==> src/rtl/fcrp_regs.svh <==
// Constants for the coefficient reload port: register offsets, field positions, reset values.
// Assumes an AHB-Lite master with word-wide single transfers and a 12-bit register window.
// How it works
// Address, write data, enable, read data, valid.
// Read-only build reads; read/write build writes.
// Port clock independent of filter clock.
// Without reload option, no port access.
// Reload accepted while samples keep flowing.
// Master rewrites only after needed outputs.
// Master pulses port reset before reloading.
// Master reads back to verify reload.
// New coefficients apply to next samples.
// Symmetric filter maps unique coefficients only.
// Addresses beyond unique range are ignored.
// Banks placed back to back, ascending.
// Non-symmetric banks follow at full length.
// Write data 16 or 32 bits wide.
// One coefficient written per enabled clock.
// Read data qualified by read valid.
// Write changes only the addressed coefficient.
// Read returns coefficient at given address.
// Idle bank rewritable while another filters.
// Sample word carries bank in upper bits.
// Read valid one port cycle, fixed latency.
// Port reset clears port pipeline only.
`ifndef FCRP_REGS_SVH
`define FCRP_REGS_SVH

`define FCRP_CTRL_OFS      12'h000
`define FCRP_STAT_OFS      12'h004
`define FCRP_BANK_OFS      12'h008
`define FCRP_CTRL_WR_BIT   0
`define FCRP_CTRL_CLR_BIT  1
`define FCRP_CTRL_WR_RST   1'b1
`define FCRP_STAT_CNT_LSB  0
`define FCRP_STAT_CNT_W    16
`define FCRP_STAT_RV_BIT   16
`define FCRP_STAT_WE_BIT   17
`define FCRP_HRESP_OKAY    1'b0
`define FCRP_OFS_W         12

`endif

==> src/rtl/fcrp_pkg.sv <==
// Types shared by the coefficient reload port.
// Assumes fcrp_regs.svh is on the include path.
`include "fcrp_regs.svh"

package fcrp_pkg;

    // AHB-Lite address phase held over into the data phase
    typedef struct packed {
        logic                   valid;
        logic                   write;
        logic [`FCRP_OFS_W-1:0] ofs;
    } fcrp_aph_t;

endpackage

==> src/rtl/fcrp_coef_port.sv <==
// Coefficient store of a FIR filter with its memory-mapped reload port and AHB-Lite registers.
// Assumes the port pins come from another clock domain; samples and taps run on i_sys_clk.
//
// The placing of the registers and the AHB-Lite interface to the registers were left to the implementer.
`include "fcrp_regs.svh"
`timescale 1ns/100ps
`default_nettype none

module fcrp_coef_port import fcrp_pkg::*; #(
    parameter  int TAPS      = 37,
    parameter  int SYMM      = 1,
    parameter  int NBANK     = 4,
    parameter  int COEF_W    = 16,
    parameter  int XIN_W     = 8,
    parameter  int ADDR_W    = 8,
    parameter  int RELOAD_EN = 1,
    parameter  int WRITABLE  = 1,
    // write data width
    localparam int WDATA_W   = (COEF_W > 16) ? 32 : 16,
    localparam int BANK_W    = (NBANK > 1) ? $clog2(NBANK) : 1
) (
    // Clock and reset
    input  wire logic                      i_sys_clk,
    input  wire logic                      i_rst_n,
    // Coefficient port, foreign clock domain
    input  wire logic                      i_coef_clk,
    input  wire logic                      i_coef_areset,
    input  wire logic [ADDR_W-1:0]         i_coef_addr,
    input  wire logic [WDATA_W-1:0]        i_coef_wdata,
    input  wire logic                      i_coef_we,
    output logic      [WDATA_W-1:0]        o_coef_rdata,
    output logic                           o_coef_rvalid,
    // Sample input and tap lookup
    input  wire logic [BANK_W+XIN_W-1:0]   i_sample_word,
    input  wire logic                      i_sample_valid,
    input  wire logic [ADDR_W-1:0]         i_tap_idx,
    output logic      [XIN_W-1:0]          o_sample_x,
    output logic      [BANK_W-1:0]         o_sample_bank,
    output logic                           o_sample_valid,
    output logic      [COEF_W-1:0]         o_tap_coef,
    // AHB-Lite slave
    input  wire logic                      i_hsel,
    input  wire logic [31:0]               i_haddr,
    input  wire logic [1:0]                i_htrans,
    input  wire logic                      i_hwrite,
    input  wire logic [2:0]                i_hsize,
    input  wire logic [31:0]               i_hwdata,
    input  wire logic                      i_hready,
    output logic      [31:0]               o_hrdata,
    output logic                           o_hreadyout,
    output logic                           o_hresp
);

    // only unique coefficients are stored
    localparam int UNIQ  = (SYMM != 0) ? (TAPS + 1) / 2 : TAPS;
    localparam int DEPTH = NBANK * UNIQ;
    localparam logic [ADDR_W:0]   DEPTH_V = (ADDR_W + 1)'(DEPTH);
    localparam logic [ADDR_W-1:0] UNIQ_V  = ADDR_W'(UNIQ);
    localparam logic [ADDR_W-1:0] TAPS_M1 = ADDR_W'(TAPS - 1);

    //--------------------------------------------------------------------
    // State
    //--------------------------------------------------------------------
    typedef struct packed {
        logic                              clk_m;
        logic                              clk_s;
        logic                              clk_d;
        logic                              rst_m;
        logic                              rst_s;
        logic                              we_m;
        logic                              we_s;
        logic                              we_d;
        logic [ADDR_W-1:0]                 addr_m;
        logic [ADDR_W-1:0]                 addr_s;
        logic [ADDR_W-1:0]                 addr_d;
        logic [WDATA_W-1:0]                wdata_m;
        logic [WDATA_W-1:0]                wdata_s;
        logic [WDATA_W-1:0]                wdata_d;
        logic                              rvalid;
        logic [WDATA_W-1:0]                rdata;
        logic [DEPTH-1:0][COEF_W-1:0]      mem;
        logic [BANK_W-1:0]                 bank;
        logic [XIN_W-1:0]                  x;
        logic                              xv;
        logic [COEF_W-1:0]                 tap;
        fcrp_aph_t                         aph;
        logic [31:0]                       hrdata;
        logic                              wr_allow;
        logic [`FCRP_STAT_CNT_W-1:0]       wcnt;
    } fcrp_state_t;

    fcrp_state_t s;
    fcrp_state_t next_s;

    logic port_rise;
    logic rd_ok;
    logic wr_ok;
    logic ctrl_wr;
    logic cnt_clr;

    // addresses past the last bank are not part of the space
    function automatic logic mapped(input logic [ADDR_W-1:0] a);
        return {1'b0, a} < DEPTH_V;
    endfunction

    // bank b starts at b times the unique count
    // non-symmetric banks use the full tap count as stride
    function automatic logic [ADDR_W-1:0] tap_addr(input logic [BANK_W-1:0] b,
                                                  input logic [ADDR_W-1:0] i);
        logic [ADDR_W-1:0] f;
        f = (i >= UNIQ_V) ? (TAPS_M1 - i) : i;
        return ADDR_W'(b) * UNIQ_V + f;
    endfunction

    //--------------------------------------------------------------------
    // Port edge and access decode
    //--------------------------------------------------------------------
    // Limitation: each port clock phase must span two system cycles at least.
    // Pins are taken from the system edge just before the port edge, so they
    // must settle one system cycle early but may change right after that edge.
    // port clock found by sampling, so the bus clock may be unrelated
    assign port_rise = s.clk_s & ~s.clk_d;
    // without the option the port never reads
    // reads allowed in either build
    assign rd_ok   = (RELOAD_EN != 0) && !s.we_d && mapped(s.addr_d);
    // writes only in the read/write build
    // one write per port edge with enable high
    assign wr_ok   = port_rise && !s.rst_s && (RELOAD_EN != 0) && (WRITABLE != 0)
                     && s.wr_allow && s.we_d && mapped(s.addr_d);
    assign ctrl_wr = s.aph.valid && s.aph.write && (s.aph.ofs == `FCRP_CTRL_OFS);
    assign cnt_clr = ctrl_wr && i_hwdata[`FCRP_CTRL_CLR_BIT];

    //--------------------------------------------------------------------
    // Next state
    //--------------------------------------------------------------------
    always_comb begin
        next_s = s;
        // port pins synchronised before use
        next_s.clk_m   = i_coef_clk;
        next_s.clk_s   = s.clk_m;
        next_s.clk_d   = s.clk_s;
        next_s.rst_m   = i_coef_areset;
        next_s.rst_s   = s.rst_m;
        next_s.we_m    = i_coef_we;
        next_s.we_s    = s.we_m;
        next_s.we_d    = s.we_s;
        next_s.addr_m  = i_coef_addr;
        next_s.addr_s  = s.addr_m;
        next_s.addr_d  = s.addr_s;
        next_s.wdata_m = i_coef_wdata;
        next_s.wdata_s = s.wdata_m;
        next_s.wdata_d = s.wdata_s;
        // Data taken one stage older than the clock, i.e. before the master's edge
        if (s.rst_s) begin
            // port reset clears only the port pipeline
            next_s.rvalid = 1'b0;
            next_s.rdata  = '0;
        end else if (port_rise) begin
            // valid set on a read port edge, held until the next port edge
            next_s.rvalid = rd_ok;
            if (rd_ok) begin
                // addressed coefficient returned
                // sign-extended onto the read data lanes
                next_s.rdata = WDATA_W'($signed(s.mem[s.addr_d]));
            end
        end
        if (wr_ok) begin
            // only the addressed word changes
            next_s.mem[s.addr_d] = s.wdata_d[COEF_W-1:0];
        end
        // A clear and an increment in the same cycle leave the count at one
        if (cnt_clr) begin
            next_s.wcnt = '0;
        end
        if (wr_ok) begin
            next_s.wcnt = (cnt_clr ? '0 : s.wcnt) + 1'b1;
        end

        // sample path never waits for the port
        // bank in the upper bits, sample in the lower
        if (i_sample_valid) begin
            next_s.bank = (NBANK > 1) ? i_sample_word[XIN_W +: BANK_W] : '0;
            next_s.x    = i_sample_word[XIN_W-1:0];
        end
        next_s.xv  = i_sample_valid;
        // a coefficient written now is seen by the next lookup
        // the bank in use is whatever the last sample selected
        next_s.tap = s.mem[tap_addr(s.bank, i_tap_idx)];

        // AHB-Lite: zero wait states, read data fetched in the address phase
        if (i_hready) begin
            next_s.aph.valid = i_hsel && i_htrans[1];
            next_s.aph.write = i_hwrite;
            next_s.aph.ofs   = i_haddr[`FCRP_OFS_W-1:0];
            if (i_hsel && i_htrans[1] && !i_hwrite) begin
                next_s.hrdata = '0;
                case (i_haddr[`FCRP_OFS_W-1:0])
                    `FCRP_CTRL_OFS: begin
                        next_s.hrdata[`FCRP_CTRL_WR_BIT] = s.wr_allow;
                    end
                    `FCRP_STAT_OFS: begin
                        next_s.hrdata[`FCRP_STAT_CNT_LSB +: `FCRP_STAT_CNT_W] = s.wcnt;
                        next_s.hrdata[`FCRP_STAT_RV_BIT] = s.rvalid;
                        next_s.hrdata[`FCRP_STAT_WE_BIT] = s.we_s;
                    end
                    `FCRP_BANK_OFS: begin
                        next_s.hrdata = 32'(s.bank);
                    end
                    default: begin
                        next_s.hrdata = '0;
                    end
                endcase
            end
        end
        if (ctrl_wr) begin
            next_s.wr_allow = i_hwdata[`FCRP_CTRL_WR_BIT];
        end
    end

    always_ff @(posedge i_sys_clk or negedge i_rst_n) begin
        if (!i_rst_n) begin
            s          <= '0;
            s.wr_allow <= `FCRP_CTRL_WR_RST;
        end else begin
            s <= next_s;
        end
    end

    //--------------------------------------------------------------------
    // Outputs
    //--------------------------------------------------------------------
    assign o_coef_rdata   = s.rdata;
    assign o_coef_rvalid  = s.rvalid;
    assign o_sample_x     = s.x;
    assign o_sample_bank  = s.bank;
    assign o_sample_valid = s.xv;
    assign o_tap_coef     = s.tap;
    assign o_hrdata       = s.hrdata;
    assign o_hreadyout    = 1'b1;
    assign o_hresp        = `FCRP_HRESP_OKAY;
endmodule // fcrp_coef_port

`default_nettype wire

==> config.mk <==
export PLATFORM = sky130hd
export DESIGN_NAME = fcrp_coef_port
export DESIGN_NICKNAME = d
export VERILOG_FILES = /design/src/rtl/fcrp_pkg.sv /design/src/rtl/fcrp_coef_port.sv
export VERILOG_INCLUDE_DIRS = /design/src /design/src/rtl
export SDC_FILE = /design/constraint.sdc
export NUM_CORES = 2
export LEC_CHECK = 0
export BUFFER_PORTS_ARGS = -buffer_cell sky130_fd_sc_hd__buf_4
export CAP_MARGIN = 20
export CORE_ASPECT_RATIO = 0.9
export CORE_MARGIN = 2
export CORE_UTILIZATION = 45
export DETAILED_ROUTE_END_ITERATION = 10
export PLACE_DENSITY_LB_ADDON = 0.08
export RECOVER_POWER = 100
export SKIP_CTS_REPAIR_TIMING = 1
export SYNTH_ARGS = -nofsm -noshare
export SYNTH_HDL_FRONTEND = slang
export SYNTH_SLANG_ARGS = --single-unit
==> constraint.sdc <==
create_clock -name i_sys_clk -period 3.7 [get_ports i_sys_clk]
set_input_delay 0.555 -clock i_sys_clk [delete_from_list [all_inputs] [get_ports i_sys_clk]]
set_output_delay 0.555 -clock i_sys_clk [all_outputs]
set_load 0.02 [all_outputs]
### Word-level counts from Yosys, hierarchy flattened

Index checks and enable logic that the tools add are counted.
W data, S select, Z words.

| storage, ports and cells | value |
|---|---|
| bits of input ports | 120 |
| logic and storage cells | 150 |
| register bits after elaboration | 1,389 |

| cells by class | value |
|---|---|
| equality and inequality tests | 2 |
| multiply operators | 1 |
| mux-type cells | 15 |
| bitwise gates (word level) | 2 |
| reduce and logical (&&, ||, !) cells | 20 |
| $lt $le $gt $ge | 5 |
| add/subtract/negate cells | 3 |

Operators by type and width:

| operator | count |
|---|---|
| $bwmux W1216 | 1 |
| $bmux W16 S7 | 2 |
| $demux W16 S7 | 1 |
| $mux W16 | 6 |
| $mux W17 | 2 |
| $pmux W17 S2 | 1 |
| $logic_not A12 Y1 | 2 |
| $add A16 B1 Y16 const B | 1 |
| $lt A8 B8 Y1 const B | 2 |
| $eq A12 B3 Y1 const B | 1 |
| $eq A12 B4 Y1 const B | 1 |
| $logic_and A1 B1 Y1 | 11 |
| $add A7 B8 Y8 | 1 |
| $ge A8 B1 Y1 const B | 1 |
| $ge A8 B5 Y1 const B | 1 |
| $lt A8 B7 Y1 const B | 1 |
| $mux W8 | 1 |
| $sub A6 B8 Y8 const A | 1 |
| $mul A2 B5 Y7 const B | 1 |
| $reduce_and A2 Y1 | 2 |
| $reduce_bool A2 Y1 | 2 |
| $logic_not A1 Y1 | 3 |
| $pmux W1 S3 | 1 |
| $and A1 B1 Y1 | 1 |
| $not A1 Y1 | 1 |

### Logic depth before layout (Yosys ltp)

| logic depth | value |
|---|---|
| depth in word-level cells | 7 |
| mapped depth | 19 |
| gate-level depth less buffers | 16 |

### Worst setup path after synthesis

No wires, ideal clock.

| timing | value |
|---|---|
| kind | input-to-reg |
| start | input port i_tap_idx[0] |
| end | register s (netlist bit o_tap_coef[10]) |
| cell stages on the path | 16 |
| data arrival time | 4.496 ns |
| buffers on the path | 4 |
| setup slack | -0.934 ns |
| cells stage by stage | ha_1 > o31ai_1 > nand2_1 > a21oi_1 > fa_1 > inv_1 > ha_1 > inv_1 > fa_1 > clkbuf_1 > clkbuf_1 > clkbuf_1 > clkbuf_1 > mux4_2 > a221oi_1 > o22ai_1 |

RTL lines:

| item | line | RTL |
|---|---|---|
| from (decl) | fcrp_coef_port.sv:36 | `input wire logic [ADDR_W-1:0] i_tap_idx,` |
| to (signal assigned) | fcrp_coef_port.sv:225 | `s <= next_s;` |
| to (decl) | fcrp_coef_port.sv:92 | `fcrp_state_t s;` |

==> run metrics <==
outcome=complete, but fails checks; failing checks=capacitance limit, slew limit, setup timing; synth unique cells=80; final setup fails=953; Worst-Margin Slew=1844 ps; crit start category=input pin; CP arrival=4690 ps; post-synthesis instance area=71,770 um2; ys async rst share=100.0%; die width=425.0 um; FILL cells=13,630; fin worst setup slack=-312.6 ps; EDFF count, synth=0; critical path cell sequence=buf_8 -> ha_4 -> o31ai_4 -> nand2_2 -> nor2_2 -> a21oi_2 -> fa_1 -> inv_2 -> ha_4 -> inv_2 -> fa_4 -> buf_12 -> buf_12 -> clkbuf_16 -> mux4_2 -> mux4_2 -> mux2i_1 -> buf_4 -> o221ai_2; layout cells sized above 1=45.40%; CTS Buffer Depth=3; via count=51,220; clk root buf=clkbuf_16; Rel. slew slack=-22.97%; crit path max fanout=7; Ys Warns=0; vias per cell=6.649; number of CTS-inserted buffers=155; dpl cells=7,340; area of the multi-input gates=34,830 um2; Worst VDD drop=473.4 uV; Crit. End Element=flop; DR WL/cell=36.69 um; CTS tree=yes; Finished Layout Cells=7,704; clk sinks=1,389; 1st-iter DRT viols=6,056; Initial Util=45.15%; DRT Wirelength=282,700 um; cell family with most CP delay=adder cells; GP Congestion=1.001; I/O pins=198; delay of the slowest cell on the worst path=950 ps; endpoints failing hold=0; dpl cell area=78,240 um2; number of remaining DRC errors=0; Final ANT Viol Nets=0; first-pass GRT wire length=395,300 um; mean post-synth cell area=14.00 um2; max-slew violation count=721; Reg clk slew, reported paths=60 ps; Leakage=0.03951 uW; row cnt=139; FF+latch area=34,790 um2; PD cells=454.1 nW/um2; Post-DP HPWL=193,600 um; Top FF cell, synth=dfrtp_1; Area growth, synth to finish=16.93%; fin crit share=108.4%; DIE AREA=162,700 um2; worst skew pair latency=820 ps; GRT overflow=0; core area=159,000 um2; drt pass-1 iters=6; final period demand of the worst path=4013 ps; Crit-path slowest cell=fa_4; Hold Path Class=in -> reg; RSZ-0062 raised after global routing=yes; WP buf/inv=7; Yosys reg bits=1,389; Max-Cap Viols=10; die height=382.9 um; nets@finish=5,587; Fmax achieved=0.2492 GHz; vias in the first global route=49,520; CP required=4380 ps; Port Buf Inserts=127; Final Skew=40.03 ps; total track usage=34.32%; Seq/Total Area, Yosys=48.43%; gate count after technology mapping=5,127; worst setup path class=in -> reg; htree depth=4; post-layout instance area=83,920 um2; initial antenna violation count=14; largest net degree at the start of global routing=149
-- sequential cells by signal (all words and copies together) (netlist names) --
signal and flops:
s 1274, o_sample_x 8, o_tap_coef 16, o_sample_bank 2, o_hrdata 18, o_coef_rdata 16
next_s 53, o_coef_rvalid 1, o_sample_valid 1
-- placed cells by master (no fill, tap or decap), types with 47 or more instances in the layout --
cell type      Yosys  layout
dlygate4sd3_1      0      47
dfrtp_1         1388    1369
o22ai_1           48      47
clkbuf_16          0     164
o21ai_0           67      67
mux2_2          1108    1108
a21oi_1           61      61
buf_4             83     441
clkbuf_1         290     114
buf_12             0      82
mux4_2           427     427
mux2_1           225     225
a22oi_1          146     132
nor2_1            95      91
nand2_1          218     214
a221oi_1         143     133
mux2i_1          177     176
-- kinds of logic after synthesis --
group,count (synthesis),share of synthesized area (%)
XOR/XNOR,23,0.2807
AO/OA/AOI/OAI,682,7.175
multiplexers,1937,36.78
flip-flops,1389,48.43
AND/OR/NAND/NOR,497,3.330
adder cells (fa/ha/maj),13,0.2475
other,2,0.01046
buffers and inverters,584,3.745
-- layout make-up --
class	instances	area share [%]
Inverter	18	0.08349
Sequential cell	1389	41.45
Clock buffer	230	5.425
Antenna cell	7	0.02087
Clock inverter	55	0.6709
Timing Repair Buffer	722	7.692
Tap cell	2115	3.153
Multi-Input combinational cell	3168	41.50
-- per-layer routing --
layer  share of wire [%]  vias to the layer above  wire, um  GRT usage, %
li1                    -                    20350         -             -
met1                  43                    27720    120500         48.97
met2                  43                     2564    121300         49.13
met3                 9.9                      578     28000         10.06
met4                 4.5                       12     12830         13.56
met5               0.027                        -        77             0
-- where the power goes --
group	switching [uW]	leakage [uW]	internal, uW
Combinational	4130	0.0178	2720
Sequential	232	0.0191	15300
Clock	6710	0.00253	8990
Total	11100	0.0395	27000
-- stage by stage --
stage | utilization, % | setup slack, ps | total power [uW] | TNS [ps] | hold WS, ps
floorplan | - | -221.0 | 18770 | -3017 | 259.4
global placement | 49.22 | -1199 | 22030 | -17800 | 331.6
detailed placement | 49.22 | -1286 | 22060 | -18730 | 334.6
CTS | 52.44 | -472.6 | 37760 | -5460 | -387.7
global route | 52.78 | -362.8 | 39200 | -156490 | 0.6239
finish | 52.80 | -312.6 | 38110 | -106780 | 19.95
-- path summary, 6_finish.rpt --
| path | startpoint | to | slack, ps | depth (start not counted) |
|---|---|---|---|---|
| hold / removal | i_haddr[8] | s[57] | 20 | 2 |
| setup / recovery | i_tap_idx[0] | o_tap_coef[9] | -310 | 19 |
| min in group asynchronous | i_rst_n | s[1015] | 750 | 2 |
| hold reg to reg | next_s[1348] | next_s[1332] | 330 | 0 |
| max in group asynchronous | i_rst_n | s[1164] | 170 | 3 |
| setup reg to reg | s[1373] | o_coef_rdata[11] | -310 | 10 |
-- Yosys cell counts, drive strengths merged, types with 6 or more instances --
library cell	n	area [um2]
dfrtp	1388	34730
mux2	1333	15010
mux4	427	9617
clkbuf	290	1089
buf	276	1531
nand2	253	1087
mux2i	177	1772
a22oi	146	1096
a221oi	143	1252
nor2	103	425.4
o21ai	67	335.3
a21oi	62	314.1
o22ai	48	300.3
a22o	41	359.1
nand3	35	175.2
o221ai	35	306.5
a211oi	18	135.1
a221o	17	170.2
inv	16	60.06
o211ai	16	120.1
a31oi	14	87.58
and2	14	87.58
nor2b	14	87.58
o2bb2ai	13	113.9
nor3	12	60.06
xnor2	12	105.1
ha	11	137.6
nand2b	11	68.82
xor2	11	96.34
nand4	10	77.57
o22a	10	87.58
nor4	8	50.05
a222oi	7	70.07
or3	7	43.79
and3	6	37.54
or2	6	37.54
(Power assumes the default switching activity.)
